**src/hdl/qsfs_pkg.sv**
```systemverilog
// Constants and types shared by the serial flash sequencer
package qsfs_pkg;

	// System clock
	localparam int unsigned CLK_HZ        = 25_000_000;
	localparam int unsigned CLK_PERIOD_NS = 40;
	// Highest flash clock that stays reliable when hot
	localparam int unsigned SCK_MAX_HZ    = 26_670_000;

	// Addressing and command widths
	localparam int unsigned CMD_W    = 8;
	localparam int unsigned ADDR_W   = 24;
	localparam int unsigned ADDR_MSB = 23;

	// Last clock index of each phase, counted from zero
	localparam logic [5:0] CX_EXT         = 6'(7 + (ADDR_MSB + 1));
	localparam logic [5:0] CX_QUAD        = 6'(1 + (ADDR_MSB + 1) / 4);
	localparam logic [5:0] CMD_LAST_EXT   = 6'h07;
	localparam logic [5:0] CMD_LAST_QUAD  = 6'h01;
	localparam logic [5:0] BYTE_LAST_EXT  = 6'h07;
	localparam logic [5:0] BYTE_LAST_QUAD = 6'h01;

	// Register writes always carry a full word: 8+16 clocks single,
	// 2+4 clocks quad, so the last clock index is 23 or 5
	localparam int unsigned REG_BYTES = 2;

	// Chip select high time between transactions
	localparam int unsigned CS_HIGH_NS  = 50;
	localparam int unsigned CS_HIGH_CYC =
		(CS_HIGH_NS + CLK_PERIOD_NS - 1) / CLK_PERIOD_NS;

	// Reset values of pins
	localparam logic [3:0] IO_OE_RST  = 4'h0;
	localparam logic [3:0] IO_OUT_RST = 4'h0;

	typedef enum logic [1:0] {
		KIND_REG_RD = 2'b00,
		KIND_REG_WR = 2'b01,
		KIND_MEM_RD = 2'b10,
		KIND_MEM_WR = 2'b11
	} qsfs_kind_type;

	typedef enum logic [2:0] {
		PH_IDLE  = 3'b000,
		PH_CA    = 3'b001,
		PH_DUMMY = 3'b010,
		PH_WDATA = 3'b011,
		PH_RDATA = 3'b100,
		PH_GAP   = 3'b101
	} qsfs_phase_type;

endpackage

```
**src/hdl/qsfs_sequencer.sv**
```systemverilog
// Serial flash command sequencer, single-line and quad protocols
`timescale 1ns/1ps

// Functional notes
// All register reads issued in both protocols; reads with the lock-register read or write command refused.
// Register read bytes arrive least significant first and land in that order.
// All register writes issued in both protocols; writes with the lock-register read or write command refused.
// Register write data leaves least significant byte first.
// Register write runs to clock 23 single-line, clock 5 quad.
// Memory commands carry a 24-bit address, sent most significant bit first.
// Single-line command plus address phase ends at clock 7 + (23 + 1).
// Quad command plus address phase ends at clock 1 + (23 + 1) / 4.
// Fast reads in both protocols return bytes to the requester.
// Page programs in both protocols take bytes from the requester.
// Flash clock kept at or below about 26.67 MHz.
// Chip select low for the whole transaction, high between transactions.
// Outgoing data changes on falling edge, incoming sampled on rising edge.
module qsfs_sequencer #(
	parameter int unsigned  DIV         = 1,
	parameter int unsigned  LEN_W       = 9,
	parameter int unsigned  DUMMY_EXT   = 8,
	parameter int unsigned  DUMMY_QUAD  = 10,
	parameter logic [7:0]   LOCK_RD_CMD = 8'hE8,
	parameter logic [7:0]   LOCK_WR_CMD = 8'hE5
) (
	// Clock and reset
	input  wire logic               clk_in,
	input  wire logic               reset_n_in,
	// Request
	input  wire logic               req_valid_in,
	input  wire logic [1:0]         req_kind_in,
	input  wire logic               req_quad_in,
	input  wire logic [7:0]         req_cmd_in,
	input  wire logic [23:0]        req_addr_in,
	input  wire logic [LEN_W-1:0]   req_len_in,
	input  wire logic [15:0]        req_wdata_in,
	output logic                    req_ready_out,
	output logic                    req_err_out,
	output logic                    req_done_out,
	output logic [15:0]             reg_rdata_out,
	// Memory write data
	input  wire logic [7:0]         wr_data_in,
	input  wire logic               wr_valid_in,
	output logic                    wr_ack_out,
	// Memory read data
	output logic [7:0]              rd_data_out,
	output logic                    rd_valid_out,
	// Flash pins
	output logic                    flash_sck_out,
	output logic                    flash_cs_n_out,
	output logic [3:0]              flash_io_out,
	output logic [3:0]              flash_io_oe_out,
	input  wire logic [3:0]         flash_io_in
);


	if (qsfs_pkg::CLK_HZ / (2 * DIV) > qsfs_pkg::SCK_MAX_HZ ||
		DIV < 1 || DIV > 255 || LEN_W < 2 || LEN_W > 16 ||
		DUMMY_EXT < 1 || DUMMY_QUAD < 1 ||
		DUMMY_EXT > 63 || DUMMY_QUAD > 63) begin : g_bad_param
		$error("qsfs_sequencer: unsupported parameter value");
	end
	localparam logic [7:0]  DIV_LAST = 8'(DIV - 1);
	localparam logic [5:0]  DUM_EXT_L = 6'(DUMMY_EXT - 1);
	localparam logic [5:0]  DUM_QUAD_L = 6'(DUMMY_QUAD - 1);
	localparam logic [5:0]  GAP_LAST = 6'(qsfs_pkg::CS_HIGH_CYC - 1);
	qsfs_pkg::qsfs_phase_type phase_r, phase_nxt;
	qsfs_pkg::qsfs_kind_type  kind_r, kind_nxt;
	logic              quad_r, quad_nxt;
	logic [5:0]        cnt_r, cnt_nxt;
	logic [LEN_W-1:0]  len_r, len_nxt;
	logic [LEN_W-1:0]  bidx_r, bidx_nxt;
	logic [31:0]       sh_r, sh_nxt;
	logic [15:0]       regw_r, regw_nxt;
	logic [7:0]        div_r;
	logic [7:0]        rx_r;
	logic [7:0]        rx_byte;
	logic              sck_r;
	logic              tick, active, last_bit, last_byte;
	logic              need_byte, stall, rise_ev, fall_ev;
	logic              accept, refuse, take;
	logic [5:0]        last_idx;
	// Pin drive: single-line keeps write-protect and hold lines high
	function automatic logic [7:0] pins(input logic quad, input logic tx,
		input logic [31:0] sh);
		if (quad)
			pins = {(tx ? 4'hF : 4'h0), sh[31:28]};
		else
			pins = {2'b11, 1'b0, tx, 2'b11, 1'b0, sh[31]};
	endfunction
	function automatic logic is_active(input qsfs_pkg::qsfs_phase_type ph);
		is_active = (ph == qsfs_pkg::PH_CA) || (ph == qsfs_pkg::PH_DUMMY) ||
			(ph == qsfs_pkg::PH_WDATA) || (ph == qsfs_pkg::PH_RDATA);
	endfunction
	// Clock divider runs only inside a transaction
	assign tick   = (div_r == DIV_LAST);
	assign active = is_active(phase_r);
	always_ff @(posedge clk_in) begin
		if (!reset_n_in || !active || tick)
			div_r <= 8'h00;
		else
			div_r <= div_r + 8'h01;
	end
	// Last clock index of the current phase
	always_comb begin
		case (phase_r)
			qsfs_pkg::PH_CA: begin
				if (kind_r[1])
					last_idx = quad_r ? qsfs_pkg::CX_QUAD : qsfs_pkg::CX_EXT;
				else
					last_idx = quad_r ? qsfs_pkg::CMD_LAST_QUAD :
						qsfs_pkg::CMD_LAST_EXT;
			end
			qsfs_pkg::PH_DUMMY: last_idx = quad_r ? DUM_QUAD_L : DUM_EXT_L;
			default: last_idx = quad_r ? qsfs_pkg::BYTE_LAST_QUAD :
				qsfs_pkg::BYTE_LAST_EXT;
		endcase
	end
	assign last_bit  = (cnt_r == last_idx);
	assign last_byte = (bidx_r == len_r - LEN_W'(1));
	assign need_byte = last_bit &&
		((phase_r == qsfs_pkg::PH_CA && kind_r[0] == 1'b1) ||
		(phase_r == qsfs_pkg::PH_WDATA && !last_byte));
	// Clock parks high while the requester has no write byte ready
	assign stall   = need_byte && kind_r == qsfs_pkg::KIND_MEM_WR && !wr_valid_in;
	assign rise_ev = active && tick && !sck_r;
	assign fall_ev = active && tick && sck_r && !stall;
	assign rx_byte = quad_r ? {rx_r[3:0], flash_io_in} :
		{rx_r[6:0], flash_io_in[1]};
	// Sequencing
	always_comb begin
		phase_nxt = phase_r;
		kind_nxt  = kind_r;
		quad_nxt  = quad_r;
		cnt_nxt   = cnt_r;
		len_nxt   = len_r;
		bidx_nxt  = bidx_r;
		sh_nxt    = sh_r;
		regw_nxt  = regw_r;
		accept    = 1'b0;
		refuse    = 1'b0;
		take      = 1'b0;
		case (phase_r)
			qsfs_pkg::PH_IDLE: begin
				if (req_valid_in) begin
					if (!req_kind_in[1] && (req_cmd_in == LOCK_RD_CMD ||
						req_cmd_in == LOCK_WR_CMD)) begin
						refuse = 1'b1;
					end else begin
						accept    = 1'b1;
						phase_nxt = qsfs_pkg::PH_CA;
						kind_nxt  = qsfs_pkg::qsfs_kind_type'(req_kind_in);
						quad_nxt  = req_quad_in;
						cnt_nxt   = 6'h00;
						bidx_nxt  = '0;
						sh_nxt    = {req_cmd_in, req_addr_in};
						regw_nxt  = req_wdata_in;
						if (req_kind_in == qsfs_pkg::KIND_REG_WR)
							len_nxt = LEN_W'(qsfs_pkg::REG_BYTES);
						else if (req_kind_in == qsfs_pkg::KIND_REG_RD)
							len_nxt = (req_len_in >= LEN_W'(2)) ?
								LEN_W'(2) : LEN_W'(1);
						else
							len_nxt = (req_len_in == '0) ? LEN_W'(1) : req_len_in;
					end
				end
			end
			qsfs_pkg::PH_GAP: begin
				if (cnt_r >= GAP_LAST)
					phase_nxt = qsfs_pkg::PH_IDLE;
				else
					cnt_nxt = cnt_r + 6'h01;
			end
			default: begin
				if (fall_ev) begin

					sh_nxt = quad_r ? {sh_r[27:0], 4'h0} : {sh_r[30:0], 1'b0};
					if (!last_bit) begin
						cnt_nxt = cnt_r + 6'h01;
					end else begin
						cnt_nxt = 6'h00;
						case (phase_r)
							qsfs_pkg::PH_CA: begin
								if (kind_r[0])
									phase_nxt = qsfs_pkg::PH_WDATA;
								else if (kind_r[1])
									phase_nxt = qsfs_pkg::PH_DUMMY;
								else
									phase_nxt = qsfs_pkg::PH_RDATA;
							end
							qsfs_pkg::PH_DUMMY: phase_nxt = qsfs_pkg::PH_RDATA;
							default: begin
								if (last_byte)
									phase_nxt = qsfs_pkg::PH_GAP;
								else
									bidx_nxt = bidx_r + LEN_W'(1);
							end
						endcase
						if (need_byte) begin
							if (kind_r[1]) begin
								sh_nxt = {wr_data_in, 24'h00_0000};
								take   = 1'b1;
							end else begin
								sh_nxt   = {regw_r[7:0], 24'h00_0000};
								regw_nxt = {8'h00, regw_r[15:8]};
							end
						end
					end
				end
			end
		endcase
	end
	// State registers
	always_ff @(posedge clk_in) begin
		if (!reset_n_in) begin
			phase_r <= qsfs_pkg::PH_IDLE;
			kind_r  <= qsfs_pkg::KIND_REG_RD;
			quad_r  <= 1'b0;
			cnt_r   <= 6'h00;
			len_r   <= '0;
			bidx_r  <= '0;
			sh_r    <= 32'h0000_0000;
			regw_r  <= 16'h0000;
		end else begin
			phase_r <= phase_nxt;
			kind_r  <= kind_nxt;
			quad_r  <= quad_nxt;
			cnt_r   <= cnt_nxt;
			len_r   <= len_nxt;
			bidx_r  <= bidx_nxt;
			sh_r    <= sh_nxt;
			regw_r  <= regw_nxt;
		end
	end
	// Flash clock, chip select and data pins
	always_ff @(posedge clk_in) begin
		if (!reset_n_in) begin
			sck_r           <= 1'b0;
			flash_cs_n_out  <= 1'b1;
			flash_io_out    <= qsfs_pkg::IO_OUT_RST;
			flash_io_oe_out <= qsfs_pkg::IO_OE_RST;
		end else begin
			if (rise_ev)
				sck_r <= 1'b1;
			else if (fall_ev)
				sck_r <= 1'b0;
			flash_cs_n_out <= !is_active(phase_nxt);
			{flash_io_oe_out, flash_io_out} <= pins(quad_nxt,
				phase_nxt == qsfs_pkg::PH_CA ||
				phase_nxt == qsfs_pkg::PH_WDATA ||
				(phase_nxt == qsfs_pkg::PH_DUMMY && !quad_nxt), sh_nxt);
		end
	end
	assign flash_sck_out = sck_r;
	// Receive path samples on the rising flash clock
	always_ff @(posedge clk_in) begin
		if (!reset_n_in) begin
			rx_r          <= 8'h00;
			rd_data_out   <= 8'h00;
			rd_valid_out  <= 1'b0;
			reg_rdata_out <= 16'h0000;
		end else begin
			rd_valid_out <= 1'b0;
			if (accept && req_kind_in == qsfs_pkg::KIND_REG_RD)
				reg_rdata_out <= 16'h0000;
			if (rise_ev && phase_r == qsfs_pkg::PH_RDATA) begin
				rx_r <= rx_byte;
				if (last_bit) begin
					if (kind_r[1]) begin
						rd_data_out  <= rx_byte;
						rd_valid_out <= 1'b1;
					end else begin
						reg_rdata_out[bidx_r[0]*8 +: 8] <= rx_byte;
					end
				end
			end
		end
	end
	// Requester handshakes
	always_ff @(posedge clk_in) begin
		if (!reset_n_in) begin
			req_ready_out <= 1'b1;
			req_err_out   <= 1'b0;
			req_done_out  <= 1'b0;
			wr_ack_out    <= 1'b0;
		end else begin
			req_ready_out <= (phase_nxt == qsfs_pkg::PH_IDLE);
			req_err_out   <= refuse;
			req_done_out  <= (phase_r == qsfs_pkg::PH_GAP &&
				phase_nxt == qsfs_pkg::PH_IDLE);
			wr_ack_out    <= take;
		end
	end

endmodule

```
**config.mk**
```make
export PLATFORM = sky130hd
export DESIGN_NAME = qsfs_sequencer
export DESIGN_NICKNAME = d
export VERILOG_FILES = /design/src/hdl/qsfs_pkg.sv /design/src/hdl/qsfs_sequencer.sv
export SDC_FILE = /design/constraint.sdc
export NUM_CORES = 1
export LEC_CHECK = 0
export CAP_MARGIN = 20
export CORE_AREA = 2 2 117 96
export DETAILED_ROUTE_END_ITERATION = 7
export DIE_AREA = 0 0 119 98
export DONT_BUFFER_PORTS = 1
export PLACE_DENSITY = 0.9
export SLEW_MARGIN = 20
export SYNTH_ARGS = -nofsm -noshare
export SYNTH_HDL_FRONTEND = slang
export SYNTH_SLANG_ARGS = --single-unit
```
**constraint.sdc**
```tcl
create_clock -name clk_in -period 3.6 [get_ports clk_in]
set_input_delay 0.18 -clock clk_in [delete_from_list [all_inputs] [get_ports clk_in]]
set_output_delay 0.18 -clock clk_in [all_outputs]
set_load 0.02 [all_outputs]
```
==> flow_metrics.env <==
export IMPL_synth_cell_type_count=63
export IMPL_ys_seq_elements=131
export IMPL_layout_min_cycle_time_ns=3.24
export IMPL_drc_errors=0
export IMPL_grt_start_max_net_pins=55
export IMPL_ant_nets=0
export IMPL_port_buffers=0
export IMPL_syn_area_um2=6550
export IMPL_multi_input_area_um2=3670
export IMPL_holdWs_ns=0.0182
export IMPL_h_tree_depth=4
export IMPL_num_rows=34
export IMPL_synth_ff_type="dfxtp_1"
export IMPL_antenna_cells=0
export IMPL_holdPathStages=2
export IMPL_fill_cells=709
export IMPL_power_density_nw_per_um2=496
export IMPL_p_total_w=0.00386
export IMPL_reg2reg_to="sh_r[25]"
export IMPL_finalNetCount=890
export IMPL_status="complete, no violations"
export IMPL_wirelength_um=18700
export IMPL_slew_headroom=0.365
export IMPL_grt_setup_unrepaired="false"
export IMPL_root_buffer="clkbuf_16"
export IMPL_hold_path_class="input port to flip-flop"
export IMPL_grt_use_total=0.320
export IMPL_setup_viol=0
export IMPL_finalHoldViolCount=0
export IMPL_fin_crit_sh=0.899
export IMPL_place_ws_ns=0.535
export IMPL_dieArea_um2=11700
export IMPL_synthCells=776
export IMPL_yosysWarnings=0
export IMPL_drive_above_1_share=0.130
export IMPL_report_final_slew_viol_count=0
export IMPL_clk_latency_ns=0.43
export IMPL_synth_edf_count=0
export IMPL_drt_iter0_drc=694
export IMPL_max_freq_mhz=309
export IMPL_fin_setup_tns_ns=0
export IMPL_core_um2=10600
export IMPL_hold_end="cnt_r[4]"
export IMPL_worstSetupPathType="flip-flop to flip-flop"
export IMPL_cts_max_path_buffers=2
export IMPL_routed_via_density=6.34
export IMPL_num_vias=6108
export IMPL_p_leak_nw=2.83
export IMPL_syn_nets=859
export IMPL_hold_path_startpoint="reset_n_in"
export IMPL_avgSynthCellArea_um2=8.45
export IMPL_antenna_found_initial=0
export IMPL_cp_arrival_ns=3.55
export IMPL_start_util=0.619
export IMPL_path_max_fanout=6
export IMPL_timing_reg2reg_setup_slack_ns=0.36
export IMPL_clock_sinks=131
export IMPL_finalClockSkew_ns=0.0108
export IMPL_drv_cap=0
export IMPL_clk_pin_slew_worst_paths_ns=0.06
export IMPL_die_y_um=98
export IMPL_grt_pass1_wl_um=29700
export IMPL_overflow=0
export IMPL_irDropWorstVdd_mv=0.456
export IMPL_final_setup_worst_slack_ns=0.365
export IMPL_end_kind="flip-flop"
export IMPL_cts_tree="built"
export IMPL_cp_data_required_time_ns=3.92
export IMPL_die_w_um=119
export IMPL_cts_buffers=17
export IMPL_ys_seq_area_frac=0.400
export IMPL_wire_per_inst_um=19.4
export IMPL_grt_pass1_vias=6018
export IMPL_drt_pass1_iter_count=5
export IMPL_startpoint_type="flip-flop"
export IMPL_postSynth_asyncResetShare=0
export IMPL_area_delta_synth_final_pct=18.8
export IMPL_dp_hpwl_um=11700
export IMPL_ios=115
export IMPL_ff_latch_area_um2=2620
export IMPL_globalplace_congestion=0.987
export IMPL_tightest_slew_ns=0.953
export IMPL_worstReg2RegStart="len_r[0]"
export IMPL_reg2regPathDepth=11
==> stage by stage <==
step	util	cell area, µm²	std cells
floorplan	-	6550	776
global placement	0.627	6650	884
detailed placement	0.627	6650	884
CTS	0.735	7780	964
global route	0.735	7780	964
finish	0.735	7780	964
==> cell type report <==
cell class	count	share of cell area
Multi-Input combinational cell	579	0.472
Clock inverter	13	0.0264
Tap cell	144	0.0231
Clock buffer	19	0.0582
Timing Repair Buffer	63	0.0762
Inverter	15	0.00723
Sequential cell	131	0.337
==> cell usage after synthesis, drive strengths merged, types with 2 or more instances <==
master	n	area share
o22ai	3	0.0038
mux2i	47	0.072
nor3b	6	0.0069
and2	8	0.0076
o21ai	9	0.0074
clkbuf	34	0.019
a211oi	2	0.0023
mux2	37	0.064
nand4bb	2	0.0034
nand3b	6	0.0069
nor4b	5	0.0086
xnor2	13	0.017
nand3	67	0.051
nand4b	2	0.0027
or4	3	0.0034
o2111ai	4	0.0053
nor2	74	0.043
o211ai	3	0.0034
and3	6	0.0057
a21o	5	0.0057
xor2	11	0.015
a22oi	13	0.015
o31a	2	0.0027
nand2b	2	0.0019
or3	7	0.0067
nand2	105	0.060
a31oi	24	0.023
o21a	2	0.0023
a21oi	55	0.042
buf	17	0.012
dfxtp	131	0.40
ha	7	0.013
o31ai	3	0.0034
or2	9	0.0086
inv	14	0.0080
nor3	12	0.011
nor4	9	0.011
==> metal layers <==
layer,global-route usage,part of all wire,wire length [µm],up-vias
met5,0,0,0,-
li1,-,-,-,2811
met1,0.376,0.40,7520,2865
met2,0.531,0.47,8830,363
met4,0.148,0.033,623,0
met3,0.106,0.091,1690,69
==> repair_timing <==
item                                   CTS  global route
setup endpoints to repair                0             0
resized for setup                        0             0
hold buffers                            48             0
endpoints found under the hold margin   60             0
setup buffers                            0             0
==> worst max path at each step <==
stage               startpoint   endpoint  slack (ns)  depth (start not counted)
global route          len_r[0]   sh_r[25]        0.14                         11
global placement      len_r[0]   cnt_r[5]        0.69                         10
CTS                   len_r[0]   cnt_r[5]        0.47                         10
finish                len_r[0]   sh_r[25]        0.36                         11
detailed placement    len_r[0]   cnt_r[5]        0.53                         10
floorplan             len_r[0]  regw_r[6]        0.85                         11
==> worst max-delay path: stages, from the launching register on <==
cell,delay [ns]
dfxtp_1,0.36
inv_1,0.08
ha_1,0.18
or3b_1,0.41
a211oi_1,0.28
o2111ai_1,0.24
o31ai_1,0.37
a21oi_1,0.20
a21oi_1,0.40
buf_4,0.23
a22oi_1,0.11
a21oi_1,0.28
==> sequential cells by signal, summed over array words and instances (netlist names), 2 cells and up <==
name             flops
bidx_r               9
cnt_r                6
div_r                8
flash_io_oe_out      3
flash_io_out         4
kind_r               2
len_r                9
phase_r              3
rd_data_out          8
reg_rdata_out       16
regw_r              16
rx_r                 7
sh_r                32
==> where the power goes <==
part	leakage (nW)	switching (W)	internal (W)
sequential	1.07	0.0000652	0.00150
clock	0.315	0.000665	0.00126
combinational	1.45	0.000202	0.000163
==> layout by cell type (no fill, tap or decap), types with 17 or more instances in the layout <==
cell / Yosys / routed
dlygate4sd3_1: 0 / 48
dfxtp_1: 131 / 130
nand2_1: 105 / 105
nor2_1: 72 / 72
mux2i_1: 47 / 47
mux2_2: 37 / 37
clkbuf_16: 0 / 17
a21oi_1: 55 / 55
a31oi_1: 24 / 24
nand3_1: 67 / 67
==> logic make-up (layout without fill, tap and decap cells) <==
kind of cell | count (synthesis) | after routing | synth area share
buffers and inverters | 66 | 110 | 0.0405
adders and majority gates | 7 | 7 | 0.0134
DFF | 131 | 131 | 0.400
AOI/OAI and AO/OA | 137 | 137 | 0.135
xor gates and xnor gates | 24 | 24 | 0.0321
muxes | 84 | 84 | 0.135
and+or+nand+nor | 327 | 327 | 0.244
(Power assumes the default switching activity.)
